===== src/hdl/mfp_pkg.sv =====
/*
 * mfp_pkg: register map, field positions, function codes and the
 * function-select decode shared by the pin configuration block.
 * Assumes a single 40 MHz core clock and a byte-wide register port.
 */
`default_nettype none

package mfp_pkg;

	// register port geometry
	localparam int unsigned ADDR_W = 4;
	localparam int unsigned DATA_W = 8;

	// register offsets
	localparam logic [3:0] HOST_LINK_PIN_SETUP_OFS  = 4'h0;
	localparam logic [3:0] CHARGE_OFF_PIN_SETUP_OFS = 4'h1;
	localparam logic [3:0] PIN_STATUS_OFS           = 4'h2;

	// reset values
	localparam logic [7:0] PIN_SETUP_RST = 8'h00;
	localparam logic [7:0] UNMAPPED_RD   = 8'h00;

	// pin_function_select field
	localparam int unsigned FXN_LSB = 0;
	localparam int unsigned FXN_MSB = 1;

	// pin_option_bits in digital roles (opt n sits at bit n+2)
	localparam int unsigned OPT_POLARITY = 7;
	localparam int unsigned OPT_SUPPLY   = 5;
	localparam int unsigned OPT_PULLUP   = 4;
	localparam int unsigned OPT_DRIVE_HI = 3;
	localparam int unsigned OPT_PULLDOWN = 2;

	// pin_option_bits in analog_input_mode
	localparam int unsigned AN_PU_MSB   = 7;
	localparam int unsigned AN_PU_LSB   = 6;
	localparam int unsigned AN_POLY_MSB = 5;
	localparam int unsigned AN_POLY_LSB = 4;
	localparam int unsigned AN_MEAS_MSB = 3;
	localparam int unsigned AN_MEAS_LSB = 2;

	// function codes (host pin: 0 = link, charge pin: 2 = indicator)
	localparam logic [1:0] FXN_HOST_LINK  = 2'h0;
	localparam logic [1:0] FXN_GPO        = 2'h1;
	localparam logic [1:0] FXN_CHARGE_OFF = 2'h2;
	localparam logic [1:0] FXN_ANALOG     = 2'h3;

	// analog pull-up codes
	localparam logic [1:0] AN_PU_18K  = 2'h0;
	localparam logic [1:0] AN_PU_180K = 2'h1;

	typedef enum logic [1:0] {
		MFP_ROLE_OFF,
		MFP_ROLE_FUNC,
		MFP_ROLE_GPO,
		MFP_ROLE_ANALOG
	} mfp_role_t;

	// pin role from a setup byte; is_charge picks the pin's own table
	function automatic mfp_role_t mfp_role_of(input logic [7:0] cfg, input logic is_charge);
		logic [1:0] fxn;
		fxn = cfg[FXN_MSB:FXN_LSB];
		if (fxn == FXN_ANALOG)
			mfp_role_of = MFP_ROLE_ANALOG;
		else if (fxn == FXN_GPO)
			mfp_role_of = MFP_ROLE_GPO;
		else if (fxn == (is_charge ? FXN_CHARGE_OFF : FXN_HOST_LINK))
			mfp_role_of = MFP_ROLE_FUNC;
		else
			mfp_role_of = MFP_ROLE_OFF;
	endfunction : mfp_role_of

endpackage : mfp_pkg

`default_nettype wire


===== src/hdl/mfp_pin_config.sv =====
/*
 * mfp_pin_config: setup registers and pad control for the single-wire host
 * pin and the charge-off indicator pin.
 * Assumes a synchronous byte register port and synchronous pad inputs.
 */
// The implementer's own choices: the strobed register port and the register offsets.
// Summary of operation
// - host pin function field: 0 link, 1 output, 2 unused, 3 analog
// - link mode option bit 5 inverts output; ignored in general output mode
// - option bit 3 picks 1.8 V rail or ldo rail for high drive
// - option bit 2 turns on weak pull-up to ldo rail
// - option bit 1: high floats when clear, drives when set; ldo forces drive
// - option bit 0 turns on weak pull-down to ground
// - analog mode reads option bits as three two-bit fields
// - analog bits 5-4: 18k pull-up, 180k pull-up, or none
// - analog bits 3-2: 18K, 180K, custom model, or raw counts
// - analog bits 1-0: analog, cell temp, report only, fet temp
// - host pin setup is eight bits, resets to 0x00
// - charge-off pin has its own eight-bit setup, same layout, reset 0x00
// - charge-off pin function: 0 unused, 1 output, 2 indicator, 3 analog
// - indicator option bit 5 clear: pin high while charging is disabled
`default_nettype none

module mfp_pin_config
	import mfp_pkg::*;
(
	// clock and reset
	input  wire logic              sys_clk,
	input  wire logic              sys_rst,
	// register port
	input  wire logic [ADDR_W-1:0] reg_addr,
	input  wire logic [DATA_W-1:0] reg_wdata,
	input  wire logic              reg_wr,
	input  wire logic              reg_rd,
	output logic      [DATA_W-1:0] reg_rdata,
	// host link engine and general outputs
	input  wire logic              link_tx_level,
	input  wire logic              link_tx_drive,
	output logic                   link_rx_level,
	input  wire logic              host_gpo_level,
	input  wire logic              charge_gpo_level,
	// charge switch state
	input  wire logic              charge_switch_off,
	// single_wire_host_pin pad
	input  wire logic              host_pad_in,
	output logic                   host_pad_out,
	output logic                   host_pad_oe_n,
	output logic                   host_supply_sel,
	output logic                   host_pull_up,
	output logic                   host_pull_down,
	output logic                   host_analog_en,
	output logic                   host_pu18k,
	output logic                   host_pu180k,
	output logic      [1:0]        host_poly_sel,
	output logic      [1:0]        host_meas_type,
	// charge_off_indicator_pin pad
	output logic                   chg_pad_out,
	output logic                   chg_pad_oe_n,
	output logic                   chg_supply_sel,
	output logic                   chg_pull_up,
	output logic                   chg_pull_down,
	output logic                   chg_analog_en,
	output logic                   chg_pu18k,
	output logic                   chg_pu180k,
	output logic      [1:0]        chg_poly_sel,
	output logic      [1:0]        chg_meas_type
);

	logic [7:0] host_link_pin_setup_q;
	logic [7:0] charge_off_pin_setup_q;
	logic [7:0] reg_rdata_q;
	logic [7:0] rd_mux;
	logic [7:0] status;
	logic       link_rx_q;

	// setup registers; every byte value is legal
	always_ff @(posedge sys_clk) begin
		if (sys_rst) begin
			host_link_pin_setup_q  <= PIN_SETUP_RST;
			charge_off_pin_setup_q <= PIN_SETUP_RST;
		end else if (reg_wr) begin
			if (reg_addr == HOST_LINK_PIN_SETUP_OFS)
				host_link_pin_setup_q <= reg_wdata;
			if (reg_addr == CHARGE_OFF_PIN_SETUP_OFS)
				charge_off_pin_setup_q <= reg_wdata;
		end
	end

	// status: live pad state and the pull-up versus ldo-supply conflict
	always_comb begin
		status = 8'h00;
		status[0] = ~host_pad_oe_n;
		status[1] = ~chg_pad_oe_n;
		// hardware does not block the conflict, it only reports it
		status[2] = host_pull_up && host_supply_sel;
		status[3] = chg_pull_up && chg_supply_sel;
		status[4] = host_pad_in;
		status[5] = chg_pad_out;
	end

	// read decode; unmapped offsets read zero
	always_comb begin
		unique case (reg_addr)
			HOST_LINK_PIN_SETUP_OFS:  rd_mux = host_link_pin_setup_q;
			CHARGE_OFF_PIN_SETUP_OFS: rd_mux = charge_off_pin_setup_q;
			PIN_STATUS_OFS:           rd_mux = status;
			default:                  rd_mux = UNMAPPED_RD;
		endcase
	end

	// read data stand only in the cycle after the strobe
	always_ff @(posedge sys_clk) begin
		if (sys_rst)
			reg_rdata_q <= 8'h00;
		else
			reg_rdata_q <= reg_rd ? rd_mux : 8'h00;
	end

	assign reg_rdata = reg_rdata_q;

	// receive path: undo the link polarity so the engine sees logical data
	always_ff @(posedge sys_clk) begin
		if (sys_rst)
			link_rx_q <= 1'b0;
		else
			link_rx_q <= (mfp_role_of(host_link_pin_setup_q, 1'b0) == MFP_ROLE_FUNC)
				&& (host_pad_in ^ host_link_pin_setup_q[OPT_POLARITY]);
	end

	assign link_rx_level = link_rx_q;

	// host pin decode
	mfp_pin_decode #(
		.IS_CHARGE (1'b0)
	) u_host_pin (
		.sys_clk      (sys_clk),
		.sys_rst      (sys_rst),
		.cfg          (host_link_pin_setup_q),
		.fn_level     (link_tx_level),
		.fn_drive     (link_tx_drive),
		.gpo_level    (host_gpo_level),
		.pad_out_q    (host_pad_out),
		.pad_oe_n_q   (host_pad_oe_n),
		.supply_sel_q (host_supply_sel),
		.pull_up_q    (host_pull_up),
		.pull_down_q  (host_pull_down),
		.analog_en_q  (host_analog_en),
		.an_pu18k_q   (host_pu18k),
		.an_pu180k_q  (host_pu180k),
		.poly_sel_q   (host_poly_sel),
		.meas_type_q  (host_meas_type)
	);

	// charge-off pin decode; the indicator always requests drive
	mfp_pin_decode #(
		.IS_CHARGE (1'b1)
	) u_chg_pin (
		.sys_clk      (sys_clk),
		.sys_rst      (sys_rst),
		.cfg          (charge_off_pin_setup_q),
		.fn_level     (charge_switch_off),
		.fn_drive     (1'b1),
		.gpo_level    (charge_gpo_level),
		.pad_out_q    (chg_pad_out),
		.pad_oe_n_q   (chg_pad_oe_n),
		.supply_sel_q (chg_supply_sel),
		.pull_up_q    (chg_pull_up),
		.pull_down_q  (chg_pull_down),
		.analog_en_q  (chg_analog_en),
		.an_pu18k_q   (chg_pu18k),
		.an_pu180k_q  (chg_pu180k),
		.poly_sel_q   (chg_poly_sel),
		.meas_type_q  (chg_meas_type)
	);
endmodule : mfp_pin_config

`default_nettype wire


===== src/hdl/mfp_pin_decode.sv =====
/*
 * mfp_pin_decode: turns one pin's setup byte plus the live function
 * level into registered pad controls.
 * Assumes the setup byte and levels are synchronous to sys_clk.
 */
`default_nettype none

module mfp_pin_decode
	import mfp_pkg::*;
#(
	parameter bit IS_CHARGE = 1'b0
) (
	// clock and reset
	input  wire logic       sys_clk,
	input  wire logic       sys_rst,
	// configuration and requests
	input  wire logic [7:0] cfg,
	input  wire logic       fn_level,
	input  wire logic       fn_drive,
	input  wire logic       gpo_level,
	// pad controls
	output logic            pad_out_q,
	output logic            pad_oe_n_q,
	output logic            supply_sel_q,
	output logic            pull_up_q,
	output logic            pull_down_q,
	// analog controls
	output logic            analog_en_q,
	output logic            an_pu18k_q,
	output logic            an_pu180k_q,
	output logic [1:0]      poly_sel_q,
	output logic [1:0]      meas_type_q
);

	mfp_role_t role;
	logic      out_cap;
	logic      level;
	logic      drive;
	logic      pad_out_d;
	logic      pad_oe_n_d;

	// role and requested logic level
	always_comb begin
		role    = mfp_role_of(cfg, IS_CHARGE);
		out_cap = (role == MFP_ROLE_FUNC) || (role == MFP_ROLE_GPO);
		// polarity only applies to the dedicated function, never to gpo
		level   = (role == MFP_ROLE_FUNC) ? (fn_level ^ cfg[OPT_POLARITY]) : gpo_level;
		drive   = (role == MFP_ROLE_GPO) || ((role == MFP_ROLE_FUNC) && fn_drive);
	end

	// high either drives or floats; floating is impossible on the ldo supply
	always_comb begin
		pad_out_d  = 1'b0;
		pad_oe_n_d = 1'b1;
		if (drive) begin
			if (!level) begin
				pad_oe_n_d = 1'b0;
			end else if (cfg[OPT_DRIVE_HI] || cfg[OPT_SUPPLY]) begin
				pad_out_d  = 1'b1;
				pad_oe_n_d = 1'b0;
			end
		end
	end

	// registered pad drive
	always_ff @(posedge sys_clk) begin
		if (sys_rst) begin
			pad_out_q  <= 1'b0;
			pad_oe_n_q <= 1'b1;
		end else begin
			pad_out_q  <= pad_out_d;
			pad_oe_n_q <= pad_oe_n_d;
		end
	end

	// registered digital pad options
	always_ff @(posedge sys_clk) begin
		if (sys_rst) begin
			supply_sel_q <= 1'b0;
			pull_up_q    <= 1'b0;
			pull_down_q  <= 1'b0;
		end else begin
			supply_sel_q <= out_cap && cfg[OPT_SUPPLY];
			pull_up_q    <= out_cap && cfg[OPT_PULLUP];
			pull_down_q  <= out_cap && cfg[OPT_PULLDOWN];
		end
	end

	// registered analog options; zeroed outside analog role
	always_ff @(posedge sys_clk) begin
		if (sys_rst) begin
			analog_en_q <= 1'b0;
			an_pu18k_q  <= 1'b0;
			an_pu180k_q <= 1'b0;
			poly_sel_q  <= 2'h0;
			meas_type_q <= 2'h0;
		end else begin
			analog_en_q <= (role == MFP_ROLE_ANALOG);
			an_pu18k_q  <= (role == MFP_ROLE_ANALOG) && (cfg[AN_PU_MSB:AN_PU_LSB] == AN_PU_18K);
			an_pu180k_q <= (role == MFP_ROLE_ANALOG) && (cfg[AN_PU_MSB:AN_PU_LSB] == AN_PU_180K);
			poly_sel_q  <= (role == MFP_ROLE_ANALOG) ? cfg[AN_POLY_MSB:AN_POLY_LSB] : 2'h0;
			meas_type_q <= (role == MFP_ROLE_ANALOG) ? cfg[AN_MEAS_MSB:AN_MEAS_LSB] : 2'h0;
		end
	end

endmodule : mfp_pin_decode

`default_nettype wire


===== config.mk =====
export PLATFORM = sky130hd
export DESIGN_NAME = mfp_pin_config
export DESIGN_NICKNAME = d
export VERILOG_FILES = /design/src/hdl/mfp_pkg.sv /design/src/hdl/mfp_pin_config.sv /design/src/hdl/mfp_pin_decode.sv
export SDC_FILE = /design/constraint.sdc
export NUM_CORES = 1
export LEC_CHECK = 0
export BUFFER_PORTS_ARGS = -buffer_cell sky130_fd_sc_hd__buf_2
export CORE_MARGIN = 2
export CORE_UTILIZATION = 51
export CTS_CLUSTER_DIAMETER = 200
export DETAILED_ROUTE_END_ITERATION = 10
export GPL_ROUTABILITY_DRIVEN = 1
export PLACE_DENSITY = 0.78
export SLEW_MARGIN = 20
export SYNTH_ARGS = -nofsm -noshare
export SYNTH_HDL_FRONTEND = slang
export SYNTH_HIERARCHICAL = 1
export SYNTH_SLANG_ARGS = --single-unit
export TNS_END_PERCENT = 10

===== constraint.sdc =====
create_clock -name sys_clk -period 1.55 [get_ports sys_clk]
set_clock_uncertainty 0.05 [all_clocks]
set_input_delay 0.2325 -clock sys_clk [delete_from_list [all_inputs] [get_ports sys_clk]]
set_output_delay 0.2325 -clock sys_clk [all_outputs]
set_load 0.02 [all_outputs]

==> results.json <==
{
  "ys_ff_latch": 49,
  "die_area_um2": 4299,
  "initial_core_util_pct": 52.80,
  "final_common_cell": "buf_2",
  "grt_pass1_wl_um": 6141,
  "synth_cell_type_count": 41,
  "nFillCells": 297,
  "r2r_slack_ns": 0.27,
  "final_cell_mix": "buf_2 (54), dfxtp_1 (49), nand2b_1 (24)",
  "drt_wl_total_um": 3836,
  "cts_setup_buffers": 0,
  "ctsResizeCount": 0,
  "vias": 1422,
  "overflow": 0,
  "synth_nets": 202,
  "htreeDepth": 2,
  "wire_per_inst_um": 13.60,
  "maxSlewViolCount": 0,
  "cts_max_path_buffers": 2,
  "outcome": "complete, no violations",
  "min_to": "u_host_pin/pad_out_q",
  "relSlewSlack_pct": 66.35,
  "hold_viol": 0,
  "startpoint_type": "flop",
  "layout.nets": 259,
  "tightest_slew_ns": 0.5047,
  "postRouteAntennaNets": 0,
  "area_growth_pct": 20.19,
  "cts_tree": "done",
  "via_per_inst": 5.043,
  "grt_pass1_vias": 1300,
  "ys_warn_count": 6,
  "fp.dieW_um": 65.57,
  "fin_ws_ns": 0.2678,
  "drive_gt1_share_pct": 31.20,
  "root_buffer": "clkbuf_8",
  "leakage_nw": 1.046,
  "clk-insertion-delay-late_ns": 0.29,
  "min_period_over_period_pct": 82.72,
  "std_cell_rows": 22,
  "gp_congestion": 0.7835,
  "numCtsBuffers": 5,
  "rsz0062_at_grt": "no",
  "port_buffers": 54,
  "end_kind": "flop",
  "min_path_type": "input port to flop",
  "clk_pin_slew_ns": 0.08,
  "p_per_area_nw_per_um2": 917.7,
  "fin_setup_tns_ns": 0,
  "die_y_um": 65.57,
  "dp_worst_setup_slack_ns": 0.2478,
  "cts_hold_buf": 0,
  "critPathMaxFanout": 5,
  "r2r-end": "u_chg_pin/pad_out_q",
  "max_freq_mhz": 779.9,
  "required_ns": 1.69,
  "antenna_found_initial": 0,
  "synthCells": 177,
  "dr.pass1.iters": 4,
  "synth.cell_area_um2": 1933,
  "drc_errors": 0,
  "placeableCoreArea_um2": 3661,
  "r2r_cells": 4,
  "dp.final_hpwl_um": 2870,
  "hp-start": "host_gpo_level",
  "r2r_start": "charge_off_pin_setup_q[0]",
  "maxCapViolCount": 0,
  "n_antenna_cell": 0,
  "hold_path_depth": 3,
  "fin_crit_ns": 1.282,
  "grt_max_degree": 34,
  "worst_ir_drop_vdd_mv": 0.5540,
  "grt_usage_pct": 19.36,
  "worstPathArrival_ns": 1.42,
  "drt-initial-drc-count": 64,
  "critPathKind": "flop to flop",
  "avgSynthCellArea_um2": 10.92,
  "io_pins": 55,
  "synth_seq_area_share_pct": 50.74,
  "clock-sinks": 49,
  "report.final.setup_viol": 0
}
==> where the power goes <==
part           total [W]  internal, W  switching [W]
logic           0.000138    0.0000629      0.0000753
registers        0.00128      0.00127     0.00000983
clock network   0.000717     0.000354       0.000363
==> logic make-up (layout without fill, tap and decap cells) <==
kind of cell / count (synthesis) / after routing / share of synthesized area, %
xor gates and xnor gates: 3 / 3 / 1.359
adders and majority gates: 3 / 3 / 1.942
and+or+nand+nor: 78 / 78 / 27.05
DFF: 49 / 49 / 50.74
buffers and inverters: 8 / 65 / 2.330
AOI/OAI and AO/OA: 14 / 14 / 5.372
other: 1 / 1 / 0.1940
muxes: 21 / 21 / 11.00
==> worst max path at each step <==
stage	from	to	slack (ns)	cells past startpoint
finish	charge_off_pin_setup_q[0]	u_chg_pin/pad_out_q	0.27	4
global route	charge_off_pin_setup_q[0]	u_chg_pin/pad_oe_n_q	0.16	4
CTS	charge_off_pin_setup_q[0]	u_chg_pin/pad_out_q	0.24	4
detailed placement	reg_addr[0]	charge_off_pin_setup_q[5]	0.25	4
global placement	reg_addr[0]	charge_off_pin_setup_q[1]	0.27	4
floorplan	charge_off_pin_setup_q[0]	u_chg_pin/pad_oe_n_q	0.44	4
==> per-stage QoR <==
step | total power, W | hold WS [ns] | utilization [%] | area [um^2] | std cells
3_3_place_gp | 0.001444 | 0.4299 | 61.11 | 2237 | 275
3_5_place_dp | 0.001445 | 0.4484 | 61.11 | 2237 | 275
4_1_cts | 0.002153 | 0.1510 | 63.47 | 2323 | 282
5_1_grt | 0.002225 | 0.1608 | 63.47 | 2323 | 282
6_report | 0.002132 | 0.1640 | 63.47 | 2323 | 282
2_1_floorplan | 0.001389 | 0.2567 | - | 1933 | 177
==> Yosys cell counts, drive strengths merged <==
library cell | count | share of area [%]
nand4b | 1 | 0.78
clkbuf | 2 | 0.39
inv | 3 | 0.58
o32a | 1 | 0.52
a21oi | 3 | 0.78
mux2i | 19 | 9.8
xor2 | 1 | 0.45
nor2 | 14 | 3.5
or3 | 1 | 0.32
xnor2 | 2 | 0.91
nor4 | 3 | 1.3
and3b | 1 | 0.52
nand2b | 24 | 7.8
buf | 3 | 1.4
a222oi | 2 | 1.0
nor3 | 4 | 1.6
and2b | 1 | 0.45
conb | 1 | 0.19
mux2 | 2 | 1.2
o41ai | 1 | 0.45
o21ai | 3 | 0.78
nand3 | 2 | 1.2
a32oi | 2 | 0.91
and2 | 15 | 4.9
and3 | 1 | 0.32
dfxtp | 49 | 51
nor3b | 1 | 0.39
nor4b | 3 | 2.0
ha | 3 | 1.9
a211o | 1 | 0.45
nor2b | 3 | 1.4
nand2 | 4 | 0.78
a2bb2oi | 1 | 0.45
==> worst max-delay path, stage by stage (launching register included) <==
cell     delay, ns
dfxtp_1       0.42
inv_1         0.06
ha_1          0.22
and2_1        0.16
nor4b_1       0.27
==> flip-flops by register name, indices dropped and copies added, names as in the netlist, 2 cells and up <==
signal                  count
charge_off_pin_setup_q      8
host_link_pin_setup_q       8
reg_rdata                   8
u_chg_pin/meas_type_q       2
u_chg_pin/poly_sel_q        2
u_host_pin/meas_type_q      2
u_host_pin/poly_sel_q       2
==> layout make-up <==
class	instances	area (um^2)	area share, %
repair buffers	55	277.8	11.95
inverters	3	11.26	0.4847
well taps	48	60.06	2.585
clock buffers	7	86.33	3.716
flip-flops and latches	49	980.9	42.22
multi-input cells	120	907.1	39.04
==> routing by layer <==
metal | wire length, um | global-route usage [%]
met1 | 1836 | 25.65
met4 | 97 | 8.854
met3 | 184 | 5.137
met2 | 1718 | 29.46
met5 | 0 | 0
Note: power is estimated with default switching activity, not from simulation.
